==> config.mk <==
export PLATFORM = sky130hd
export DESIGN_NAME = pts_stamp_unit_flat
export DESIGN_NICKNAME = d
export VERILOG_FILES = /design/src/hdl/pts_pkg.sv /design/src/hdl/pts_link_if.sv /design/src/hdl/pts_stamp_unit.sv /design/src/hdl/pts_time_add.sv /design/src/flat_wrapper.sv
export SDC_FILE = /design/constraint.sdc
export NUM_CORES = 2
export LEC_CHECK = 0
export CAP_MARGIN = 40
export CORE_ASPECT_RATIO = 0.5
export CORE_MARGIN = 2
export CORE_UTILIZATION = 65
export DETAILED_ROUTE_END_ITERATION = 10
export DONT_BUFFER_PORTS = 1
export PLACE_DENSITY = 0.86
export RECOVER_POWER = 50
export SYNTH_ARGS = -nofsm -noshare
export SYNTH_HDL_FRONTEND = slang
export SYNTH_HIERARCHICAL = 1
export SYNTH_SLANG_ARGS = --single-unit
==> constraint.sdc <==
create_clock -name clk_i -period 19.6 [get_ports clk_i]
set_input_delay 0.98 -clock clk_i [delete_from_list [all_inputs] [get_ports clk_i]]
set_output_delay 0.98 -clock clk_i [all_outputs]
set_load 0.03 [all_outputs]
==> src/hdl/pts_pkg.sv <==
// shared constants and types for the transmit precision-time stamp unit
package pts_pkg;
  // =====================================================================
  // widths and time formats
  localparam int FP_W = 8;
  localparam int OFS_W = 16;
  localparam int LONG_W = 96;
  localparam int SHORT_W = 64;
  localparam int SEC_HI = 95;
  localparam int SEC_LO = 48;
  localparam int NS_HI = 47;
  localparam int NS_LO = 16;
  localparam int FR_HI = 15;
  localparam int V1_SEC_LO = 32;
  localparam logic [31:0] NS_WRAP = 32'h3B9ACA00;
  // =====================================================================
  // timing and depths
  localparam logic [95:0] CORE_LATENCY = 96'h000000000000_00000040_0000;
  localparam logic [3:0] PIPE_DEPTH = 4'h4;
  localparam int ORDER_DEPTH = 4;
  localparam logic [95:0] TOD_RESET = 96'h0;
  // =====================================================================
  // software register map of the device end
  localparam logic [3:0] ADDR_EXTRA = 4'h0;
  localparam logic [3:0] ADDR_ASYM = 4'h1;
  localparam logic [3:0] ADDR_CFG = 4'h2;
  localparam logic [3:0] ADDR_STAT = 4'h3;
  localparam int CFG_LONG_EN = 0;
  localparam int CFG_SHORT_EN = 1;
  localparam logic [1:0] CFG_RESET = 2'h3;

  typedef enum logic [2:0] {
    MODE_TWO_STEP = 3'h1,
    MODE_INSERT = 3'h2,
    MODE_CORRECT = 3'h4
  } pts_mode_e;

  typedef enum logic [1:0] {
    CK_KEEP = 2'h0,
    CK_ZERO = 2'h1,
    CK_FIX = 2'h2
  } pts_cksum_e;
endpackage

==> src/hdl/pts_link_if.sv <==
// interface joining the client end and the stamp unit
`timescale 1ns/1ns
interface pts_link_if;
  import pts_pkg::*;
  logic sop;
  logic two_step_req;
  logic insert_req;
  logic correct_req;
  logic [FP_W-1:0] fingerprint;
  logic [OFS_W-1:0] stamp_offset;
  logic [OFS_W-1:0] corr_offset;
  logic cksum_zero;
  logic cksum_fix;
  logic fmt_v1;
  logic fmt_short;
  logic asym_include;
  logic [LONG_W-1:0] ingress_long;
  logic [SHORT_W-1:0] ingress_short;
  logic [SHORT_W-1:0] corr_in;
  logic [LONG_W-1:0] tx_clock_time_long_in;
  logic [SHORT_W-1:0] tx_clock_time_short_in;
  logic exit_stamp_long_strobe;
  logic exit_stamp_short_strobe;
  logic [LONG_W-1:0] exit_stamp_long_out;
  logic [SHORT_W-1:0] exit_stamp_short_out;
  logic [FP_W-1:0] fp_long_out;
  logic [FP_W-1:0] fp_short_out;
  logic edit_strobe;
  logic [1:0] edit_kind;
  logic [OFS_W-1:0] edit_offset;
  logic [SHORT_W-1:0] edit_value;
  logic [1:0] edit_cksum;

  modport device (
    input sop, two_step_req, insert_req, correct_req, fingerprint, stamp_offset, corr_offset,
    input cksum_zero, cksum_fix, fmt_v1, fmt_short, asym_include, ingress_long, ingress_short,
    input corr_in, tx_clock_time_long_in, tx_clock_time_short_in,
    output exit_stamp_long_strobe, exit_stamp_short_strobe, exit_stamp_long_out,
    output exit_stamp_short_out, fp_long_out, fp_short_out,
    output edit_strobe, edit_kind, edit_offset, edit_value, edit_cksum
  );
  modport client (
    output sop, two_step_req, insert_req, correct_req, fingerprint, stamp_offset, corr_offset,
    output cksum_zero, cksum_fix, fmt_v1, fmt_short, asym_include, ingress_long, ingress_short,
    output corr_in, tx_clock_time_long_in, tx_clock_time_short_in,
    input exit_stamp_long_strobe, exit_stamp_short_strobe, exit_stamp_long_out,
    input exit_stamp_short_out, fp_long_out, fp_short_out,
    input edit_strobe, edit_kind, edit_offset, edit_value, edit_cksum
  );
endinterface

==> src/hdl/pts_stamp_unit.sv <==
// device end: transmit timestamp unit with exit-time arithmetic
//
// Chosen here: the address-and-strobe port and the register offsets.
`timescale 1ns/1ns
// Function
// RL1 - client raises exactly one mode request
// RL2 - requests ride sop; two at once undefined
// RL3 - two-step returns exit stamp, packet untouched
// RL4 - two-step ignores one-step controls
// RL5 - insert mode overwrites stamp at offset
// RL6 - correct mode rewrites correction at offset
// RL7 - checksum cleared, fixed or kept
// RL8 - fingerprint echoed with stamp strobe
// RL9 - exit = entry + latency + extra
// RL10 - entry time sampled at packet entry
// RL11 - correction = in + residence + asymmetry
// RL12 - residence = exit minus ingress stamp
// RL13 - asymmetry added only when client asks
// RL14 - correct mode never inserts exit time
// RL15 - time source updates every cycle
// RL16 - short-only build supports correction only
// RL17 - format selects choose per packet
// RL18 - compute long; insert V1 when asked
// RL19 - long layout seconds, nanoseconds, fraction
// RL20 - V1 layout seconds over nanoseconds
// RL21 - short layout nanoseconds over fraction
// RL22 - short ports use short layout
// RL23 - carry fraction and nanosecond overflow
// RL24 - two-step stamps return in order
module pts_stamp_unit (
  input wire logic clk_i,
  input wire logic reset_i,
  pts_link_if.device link,
  input wire logic [3:0] addr_i,
  input wire logic [31:0] wdata_i,
  input wire logic wr_i,
  input wire logic rd_i,
  output logic [31:0] rdata_o
);
  import pts_pkg::*;
  typedef struct packed {
    logic [31:0] extra;
    logic [31:0] asym;
    logic [1:0] cfg;
    logic [31:0] rdata;
    logic [15:0] served;
    logic [ORDER_DEPTH-1:0] vld;
    logic [ORDER_DEPTH-1:0][2:0] mode;
    logic [ORDER_DEPTH-1:0][3:0] age;
    logic [ORDER_DEPTH-1:0][LONG_W-1:0] exit_t;
    logic [ORDER_DEPTH-1:0][LONG_W-1:0] ing;
    logic [ORDER_DEPTH-1:0][SHORT_W-1:0] corr;
    logic [ORDER_DEPTH-1:0][FP_W-1:0] fp;
    logic [ORDER_DEPTH-1:0][OFS_W-1:0] ofs;
    logic [ORDER_DEPTH-1:0][1:0] ck;
    logic [ORDER_DEPTH-1:0] v1;
    logic [ORDER_DEPTH-1:0] fs;
    logic [ORDER_DEPTH-1:0] asym_on;
    logic [1:0] wp;
    logic [1:0] rp;
    logic l_stb;
    logic s_stb;
    logic [LONG_W-1:0] l_out;
    logic [SHORT_W-1:0] s_out;
    logic [FP_W-1:0] fp_out;
    logic e_stb;
    logic [1:0] e_kind;
    logic [OFS_W-1:0] e_ofs;
    logic [SHORT_W-1:0] e_val;
    logic [1:0] e_ck;
  } pts_st_s;
  pts_st_s s_q, s_d;
  logic [LONG_W-1:0] lat_sum;
  logic [LONG_W-1:0] exit_entry;
  logic [LONG_W-1:0] extra_long;
  logic [LONG_W-1:0] short_as_long;

  // =====================================================================
  // exit time: entry plus core latency plus extra latency
  assign extra_long = {64'h0, s_q.extra};
  // short time source mapped into long layout when only that format is present
  assign short_as_long = {48'h0, link.tx_clock_time_short_in[47:16], link.tx_clock_time_short_in[15:0]}; // RL22

  pts_time_add u_lat (
    .a_i(CORE_LATENCY),
    .b_i(extra_long),
    .sum_o(lat_sum)
  );

  pts_time_add u_exit (
    .a_i(s_q.cfg[CFG_LONG_EN] ? link.tx_clock_time_long_in : short_as_long), // RL10
    .b_i(lat_sum),
    .sum_o(exit_entry) // RL9
  );

  // =====================================================================
  // per-packet pipeline: capture at sop, release after a fixed delay in order
  always_comb begin
    logic [2:0] req;
    logic [1:0] h;
    logic [LONG_W-1:0] x;
    logic [SHORT_W-1:0] xs;
    logic [SHORT_W-1:0] is;
    logic [SHORT_W-1:0] res;
    logic [SHORT_W-1:0] asy;
    logic [47:0] xn;
    logic [47:0] inn;
    is = '0;
    res = '0;
    asy = '0;
    s_d = s_q;
    req = {link.correct_req, link.insert_req, link.two_step_req};
    h = s_q.rp;
    x = s_q.exit_t[h];
    // seconds folded into nanoseconds so a short value can span more than one second
    xn = x[SEC_HI:SEC_LO] * {16'h0, NS_WRAP} + {16'h0, x[NS_HI:NS_LO]}; // RL21
    inn = s_q.ing[h][SEC_HI:SEC_LO] * {16'h0, NS_WRAP} + {16'h0, s_q.ing[h][NS_HI:NS_LO]};
    xs = {xn, x[FR_HI:0]}; // RL21
    s_d.l_stb = 1'b0;
    s_d.s_stb = 1'b0;
    s_d.e_stb = 1'b0;
    s_d.rdata = 32'h0;
    for (int i = 0; i < ORDER_DEPTH; i++) begin
      if (s_q.vld[i] && s_q.age[i] != PIPE_DEPTH) begin
        s_d.age[i] = s_q.age[i] + 4'h1;
      end
    end
    // head leaves once its delay has elapsed, keeping acceptance order
    if (s_q.vld[h] && s_q.age[h] == PIPE_DEPTH) begin // RL24
      s_d.vld[h] = 1'b0;
      s_d.rp = s_q.rp + 2'h1;
      s_d.served = s_q.served + 16'h1;
      unique case (s_q.mode[h])
        MODE_TWO_STEP: begin
          s_d.l_stb = s_q.cfg[CFG_LONG_EN]; // RL3
          s_d.s_stb = s_q.cfg[CFG_SHORT_EN]; // RL3 RL22
          s_d.l_out = x; // RL19
          s_d.s_out = xs; // RL21
          s_d.fp_out = s_q.fp[h]; // RL8
        end
        MODE_INSERT: begin
          s_d.e_stb = 1'b1; // RL5
          s_d.e_kind = 2'h1;
          s_d.e_ofs = s_q.ofs[h];
          s_d.e_val = s_q.v1[h] ? {x[SEC_LO+31:SEC_LO], x[NS_HI:NS_LO]} : x[SEC_LO+15:0]; // RL18 RL20
          s_d.e_ck = s_q.ck[h]; // RL7
        end
        MODE_CORRECT: begin
          is = {inn, s_q.ing[h][FR_HI:0]};
          if (s_q.fs[h]) begin
            is = s_q.ing[h][SHORT_W-1:0]; // RL17 RL22
          end
          res = xs - is; // RL12 RL14
          asy = s_q.asym_on[h] ? {16'h0, s_q.asym, 16'h0} : 64'h0; // RL13
          s_d.e_stb = 1'b1; // RL6
          s_d.e_kind = 2'h2;
          s_d.e_ofs = s_q.ofs[h];
          s_d.e_val = s_q.corr[h] + res + asy; // RL11
          s_d.e_ck = s_q.ck[h]; // RL7
        end
        default: begin
          s_d.e_stb = 1'b0;
        end
      endcase
    end
    // capture at start of packet; the short-only build refuses all but correction
    if (link.sop && req != 3'h0 && !s_q.vld[s_q.wp]
        && (s_q.cfg[CFG_LONG_EN] || req == 3'(MODE_CORRECT))) begin // RL16
      s_d.vld[s_q.wp] = 1'b1;
      s_d.age[s_q.wp] = 4'h1;
      s_d.mode[s_q.wp] = req;
      s_d.exit_t[s_q.wp] = exit_entry;
      s_d.fp[s_q.wp] = link.fingerprint;
      // short ingress kept in the low 64 bits when that format is chosen
      s_d.ing[s_q.wp] = (link.fmt_short || !s_q.cfg[CFG_LONG_EN]) ? {32'h0, link.ingress_short}
        : link.ingress_long; // RL17
      s_d.corr[s_q.wp] = link.corr_in;
      // two-step drops every one-step control
      s_d.ofs[s_q.wp] = link.insert_req ? link.stamp_offset : (link.correct_req ? link.corr_offset : 16'h0); // RL4
      s_d.ck[s_q.wp] = link.two_step_req ? 2'(CK_KEEP) : {link.cksum_fix, link.cksum_zero}; // RL4 RL7
      s_d.v1[s_q.wp] = !link.two_step_req && link.fmt_v1;
      s_d.fs[s_q.wp] = !link.two_step_req && (link.fmt_short || !s_q.cfg[CFG_LONG_EN]);
      s_d.asym_on[s_q.wp] = link.correct_req && link.asym_include; // RL13
      s_d.wp = s_q.wp + 2'h1;
    end
    // software port
    if (wr_i) begin
      unique case (addr_i)
        ADDR_EXTRA: s_d.extra = wdata_i; // RL9
        ADDR_ASYM: s_d.asym = wdata_i;
        ADDR_CFG: s_d.cfg = wdata_i[1:0];
        default: s_d.cfg = s_d.cfg;
      endcase
    end
    if (rd_i) begin
      unique case (addr_i)
        ADDR_EXTRA: s_d.rdata = s_q.extra;
        ADDR_ASYM: s_d.rdata = s_q.asym;
        ADDR_CFG: s_d.rdata = {30'h0, s_q.cfg};
        ADDR_STAT: s_d.rdata = {12'h0, s_q.vld, s_q.served};
        default: s_d.rdata = 32'h0;
      endcase
    end
  end

  // registered state; config comes up with both formats on
  always_ff @(posedge clk_i) begin
    if (reset_i) begin
      s_q <= '0;
      s_q.cfg <= CFG_RESET;
    end else begin
      s_q <= s_d;
    end
  end

  assign link.exit_stamp_long_strobe = s_q.l_stb;
  assign link.exit_stamp_short_strobe = s_q.s_stb;
  assign link.exit_stamp_long_out = s_q.l_out;
  assign link.exit_stamp_short_out = s_q.s_out;
  assign link.fp_long_out = s_q.fp_out;
  assign link.fp_short_out = s_q.fp_out;
  assign link.edit_strobe = s_q.e_stb;
  assign link.edit_kind = s_q.e_kind;
  assign link.edit_offset = s_q.e_ofs;
  assign link.edit_value = s_q.e_val;
  assign link.edit_cksum = s_q.e_ck;
  assign rdata_o = s_q.rdata;
endmodule // pts_stamp_unit

==> src/hdl/pts_time_add.sv <==
// 96-bit time adder with nanosecond wrap into seconds
`timescale 1ns/1ns
module pts_time_add (
  input wire logic [pts_pkg::LONG_W-1:0] a_i,
  input wire logic [pts_pkg::LONG_W-1:0] b_i,
  output logic [pts_pkg::LONG_W-1:0] sum_o
);
  import pts_pkg::*;
  // =====================================================================
  // field adder; b's nanoseconds must stay below one billion
  always_comb begin
    logic [16:0] fr;
    logic [33:0] ns;
    logic [47:0] sec;
    fr = {1'b0, a_i[FR_HI:0]} + {1'b0, b_i[FR_HI:0]}; // RL23
    ns = {2'b0, a_i[NS_HI:NS_LO]} + {2'b0, b_i[NS_HI:NS_LO]} + {33'h0, fr[16]}; // RL23
    sec = a_i[SEC_HI:SEC_LO] + b_i[SEC_HI:SEC_LO];
    if (ns >= {2'b0, NS_WRAP}) begin
      ns = ns - {2'b0, NS_WRAP}; // RL19
      sec = sec + 48'h1; // RL23
    end
    sum_o = {sec, ns[31:0], fr[15:0]};
  end
endmodule // pts_time_add

==> src/flat_wrapper.sv <==
// flat-port wrapper written by rule: the top's interface ports become plain ports
module pts_stamp_unit_flat import pts_pkg::*;
  (clk_i, reset_i, addr_i, wdata_i, wr_i, rd_i, rdata_o, link_sop, link_two_step_req, link_insert_req, link_correct_req, link_fingerprint, link_stamp_offset, link_corr_offset, link_cksum_zero, link_cksum_fix, link_fmt_v1, link_fmt_short, link_asym_include, link_ingress_long, link_ingress_short, link_corr_in, link_tx_clock_time_long_in, link_tx_clock_time_short_in, link_exit_stamp_long_strobe, link_exit_stamp_short_strobe, link_exit_stamp_long_out, link_exit_stamp_short_out, link_fp_long_out, link_fp_short_out, link_edit_strobe, link_edit_kind, link_edit_offset, link_edit_value, link_edit_cksum);
  pts_link_if link_i ();
  input wire logic clk_i;
  input wire logic reset_i;
  input wire logic [3:0] addr_i;
  input wire logic [31:0] wdata_i;
  input wire logic wr_i;
  input wire logic rd_i;
  output logic [31:0] rdata_o;
  input wire logic [$bits(link_i.sop)-1:0] link_sop;
  input wire logic [$bits(link_i.two_step_req)-1:0] link_two_step_req;
  input wire logic [$bits(link_i.insert_req)-1:0] link_insert_req;
  input wire logic [$bits(link_i.correct_req)-1:0] link_correct_req;
  input wire logic [$bits(link_i.fingerprint)-1:0] link_fingerprint;
  input wire logic [$bits(link_i.stamp_offset)-1:0] link_stamp_offset;
  input wire logic [$bits(link_i.corr_offset)-1:0] link_corr_offset;
  input wire logic [$bits(link_i.cksum_zero)-1:0] link_cksum_zero;
  input wire logic [$bits(link_i.cksum_fix)-1:0] link_cksum_fix;
  input wire logic [$bits(link_i.fmt_v1)-1:0] link_fmt_v1;
  input wire logic [$bits(link_i.fmt_short)-1:0] link_fmt_short;
  input wire logic [$bits(link_i.asym_include)-1:0] link_asym_include;
  input wire logic [$bits(link_i.ingress_long)-1:0] link_ingress_long;
  input wire logic [$bits(link_i.ingress_short)-1:0] link_ingress_short;
  input wire logic [$bits(link_i.corr_in)-1:0] link_corr_in;
  input wire logic [$bits(link_i.tx_clock_time_long_in)-1:0] link_tx_clock_time_long_in;
  input wire logic [$bits(link_i.tx_clock_time_short_in)-1:0] link_tx_clock_time_short_in;
  output wire logic [$bits(link_i.exit_stamp_long_strobe)-1:0] link_exit_stamp_long_strobe;
  output wire logic [$bits(link_i.exit_stamp_short_strobe)-1:0] link_exit_stamp_short_strobe;
  output wire logic [$bits(link_i.exit_stamp_long_out)-1:0] link_exit_stamp_long_out;
  output wire logic [$bits(link_i.exit_stamp_short_out)-1:0] link_exit_stamp_short_out;
  output wire logic [$bits(link_i.fp_long_out)-1:0] link_fp_long_out;
  output wire logic [$bits(link_i.fp_short_out)-1:0] link_fp_short_out;
  output wire logic [$bits(link_i.edit_strobe)-1:0] link_edit_strobe;
  output wire logic [$bits(link_i.edit_kind)-1:0] link_edit_kind;
  output wire logic [$bits(link_i.edit_offset)-1:0] link_edit_offset;
  output wire logic [$bits(link_i.edit_value)-1:0] link_edit_value;
  output wire logic [$bits(link_i.edit_cksum)-1:0] link_edit_cksum;
  assign link_i.sop = link_sop;
  assign link_i.two_step_req = link_two_step_req;
  assign link_i.insert_req = link_insert_req;
  assign link_i.correct_req = link_correct_req;
  assign link_i.fingerprint = link_fingerprint;
  assign link_i.stamp_offset = link_stamp_offset;
  assign link_i.corr_offset = link_corr_offset;
  assign link_i.cksum_zero = link_cksum_zero;
  assign link_i.cksum_fix = link_cksum_fix;
  assign link_i.fmt_v1 = link_fmt_v1;
  assign link_i.fmt_short = link_fmt_short;
  assign link_i.asym_include = link_asym_include;
  assign link_i.ingress_long = link_ingress_long;
  assign link_i.ingress_short = link_ingress_short;
  assign link_i.corr_in = link_corr_in;
  assign link_i.tx_clock_time_long_in = link_tx_clock_time_long_in;
  assign link_i.tx_clock_time_short_in = link_tx_clock_time_short_in;
  assign link_exit_stamp_long_strobe = link_i.exit_stamp_long_strobe;
  assign link_exit_stamp_short_strobe = link_i.exit_stamp_short_strobe;
  assign link_exit_stamp_long_out = link_i.exit_stamp_long_out;
  assign link_exit_stamp_short_out = link_i.exit_stamp_short_out;
  assign link_fp_long_out = link_i.fp_long_out;
  assign link_fp_short_out = link_i.fp_short_out;
  assign link_edit_strobe = link_i.edit_strobe;
  assign link_edit_kind = link_i.edit_kind;
  assign link_edit_offset = link_i.edit_offset;
  assign link_edit_value = link_i.edit_value;
  assign link_edit_cksum = link_i.edit_cksum;
  pts_stamp_unit u_core (.clk_i(clk_i), .reset_i(reset_i), .link(link_i), .addr_i(addr_i), .wdata_i(wdata_i), .wr_i(wr_i), .rd_i(rd_i), .rdata_o(rdata_o));
endmodule
==> flow_summary.json <==
{
  "h-tree-depth": 4,
  "slowest_delay_ps": 1360,
  "synth.distinct_cells": 132,
  "critPathRequiredTime_ps": 20280,
  "clock_sinks": 1484,
  "final.setup_skew_ps": 42.9,
  "pin_count": 768,
  "grt_max_degree": 1453,
  "synthCells": 13000,
  "r2r_cells": 45,
  "drcViolationCount": 0,
  "cp_common_cell": "ha_1",
  "cts_root_buf": "clkbuf_16",
  "cts_buffer_depth": 3,
  "die_area_um2": 172000,
  "fin_nets": 14200,
  "die_y_um": 295,
  "hpwl_mm": 251,
  "crit_arrival_ps": 14090,
  "fmax_mhz": 74.5,
  "antenna_found_initial": 12,
  "io_buffers": 0,
  "finalSetupTns_ps": 0,
  "cts_buffers": 135,
  "wl_per_cell_um": 23.4,
  "grt_pass1_vias": 90000,
  "slew_violations": 2309,
  "area.growth.synth_to_final_pct": 3.49,
  "seq_area_frac_synth": 0.271,
  "gp_congestion": 1.04,
  "met1Wirelength_mm": 129,
  "post-route-period-util": 0.685,
  "relSlewSlack": -2.09,
  "worst-path-buf-inv": 7,
  "synth_top_area_cell": "dfxtp_1",
  "hold_viol_final": 0,
  "end_kind": "register",
  "ant_nets": 0,
  "ctsHoldBuffers": 0,
  "final_area_um2": 114000,
  "tightest_slew_ps": 4640,
  "critPathKind": "reg2reg",
  "wl_met3_mm": 38.9,
  "post_cts_resized": 0,
  "rsz0062_at_grt": "false",
  "initial_utilization": 0.656,
  "top_layer": "met5",
  "dr_wl_met2_mm": 150,
  "post_cts_buffers": 0,
  "violations": "max-capacitance violations, max-slew violations",
  "outcome": "finished, violations left",
  "yosys_warnings": 6,
  "grt_overflow": 0,
  "cts_tree": "done",
  "drive_above_1_share": 0.0620,
  "critPathSlowestCell": "dfxtp_1",
  "max_cap_violations": 22,
  "grt_pass1_wl_mm": 519,
  "min_period_ps": 13420,
  "drt-initial-drc-count": 12100,
  "path_max_fanout": 90,
  "rows": 106,
  "syn_area_um2": 110000,
  "ys_seq_elements": 1484,
  "via_per_inst": 6.41,
  "dieWidth_um": 585,
  "hold_class": "in2reg",
  "ys_top_cells_by_area": "dfxtp_1 27%, fa_1 11%, ha_1 8.3%",
  "placed_area_um2": 109000,
  "first_pass_iters": 9,
  "cp.depth": 45,
  "hold_depth": 2,
  "clk_pin_slew_ps": 70,
  "synth_edf_count": 0,
  "async_reset_ff_frac": 0,
  "synth_top_area_share": 0.271,
  "grt.total_usage": 0.389,
  "ys.flop_type": "dfxtp_1",
  "core_area_um2": 167000,
  "finalSetupViolations": 0,
  "crit_family": "adder cells",
  "postSynthAreaPerCell_um2": 8.45,
  "start_kind": "register",
  "route.vias.total": 94500,
  "wl_mm": 345,
  "insertion_delay_ps": 830
}
-- per-stage QoR --
| stage | util | std cells | hold WS (ps) | setup WS (ps) |
|---|---|---|---|---|
| final | 0.679 | 14700 | 276 | 6180 |
| after global routing | 0.679 | 14700 | 263 | 5620 |
| after CTS | 0.680 | 14700 | 241 | 6400 |
| after detailed placement | 0.651 | 14500 | 443 | 6450 |
| after global placement | 0.649 | 14500 | 438 | 6600 |
| after floorplan | - | 13200 | 432 | 7440 |
-- area by class of cell --
class / count / area [um^2]
antenna: 3 / 7.51
inverter: 1132 / 4250
fill: 12900 / 53700
sequential: 1484 / 29700
clock buffer: 183 / 3790
timing repair buffer: 89 / 779
clock inverter: 65 / 1080
tap: 2268 / 2840
multi-input combinational: 9510 / 71200
-- metal layers --
layer	global-route usage	vias up
met2	0.587	5525
met4	0.254	22
met3	0.0979	1133
li1	-	42500
met1	0.496	45300
met5	0	-
-- cell usage in the layout (no fill, tap or decap), types with 66 or more instances in the layout --
cell type	count
nor2b_1	78
nand3_1	201
nor3_1	160
fa_1	627
ha_1	727
o21ai_0	221
nand2_1	2301
xor2_1	185
clkbuf_16	137
o21a_1	66
a21o_1	169
conb_1	164
nand4_1	67
a211oi_1	397
dfxtp_1	1483
mux4_2	279
inv_1	1131
xnor2_1	329
and2_1	99
a21oi_1	1494
nor2_1	786
mux2i_1	131
-- worst paths after layout --
path	start	to	slack, ps
worst max-delay path	u_core/s_q[256]$_SDFFE_PP0P_	u_core/link.edit_value[61]$_SDFFE_PP0P_	6180
worst min-delay path	wdata_i[10]	u_core/extra_long[10]$_SDFFE_PP0P_	280
worst max register to register	u_core/s_q[256]$_SDFFE_PP0P_	u_core/link.edit_value[61]$_SDFFE_PP0P_	6180
worst min register to register	register	register	450
-- cell usage after synthesis, types with 201 or more instances --
| master | instances |
|---|---|
| a21oi_1 | 1494 |
| clkbuf_1 | 626 |
| o21ai_0 | 221 |
| xnor2_1 | 329 |
| a211oi_1 | 397 |
| mux4_2 | 280 |
| nand2_1 | 2304 |
| inv_1 | 1131 |
| dfxtp_1 | 1484 |
| buf_4 | 307 |
| fa_1 | 627 |
| ha_1 | 727 |
| nor2_1 | 787 |
| nand3_1 | 201 |
-- cell families (layout without fill, tap and decap cells) --
kind of cell / count (synthesis) / after routing / share of synthesized area
XOR/XNOR: 516 / 516 / 0.0414
buffers and inverters: 2170 / 1469 / 0.0873
other: 2 / 167 / 0.0000684
AO/OA/AOI/OAI: 2926 / 2926 / 0.166
multiplexers: 466 / 466 / 0.0750
flip-flops: 1484 / 1484 / 0.271
AND/OR/NAND/NOR: 4084 / 4084 / 0.163
adder cells (fa/ha/maj): 1354 / 1354 / 0.197
Power is left out: the tool's default activity adds up to more than one toggle a clock period on the data nets, which glitch-free logic cannot reach.
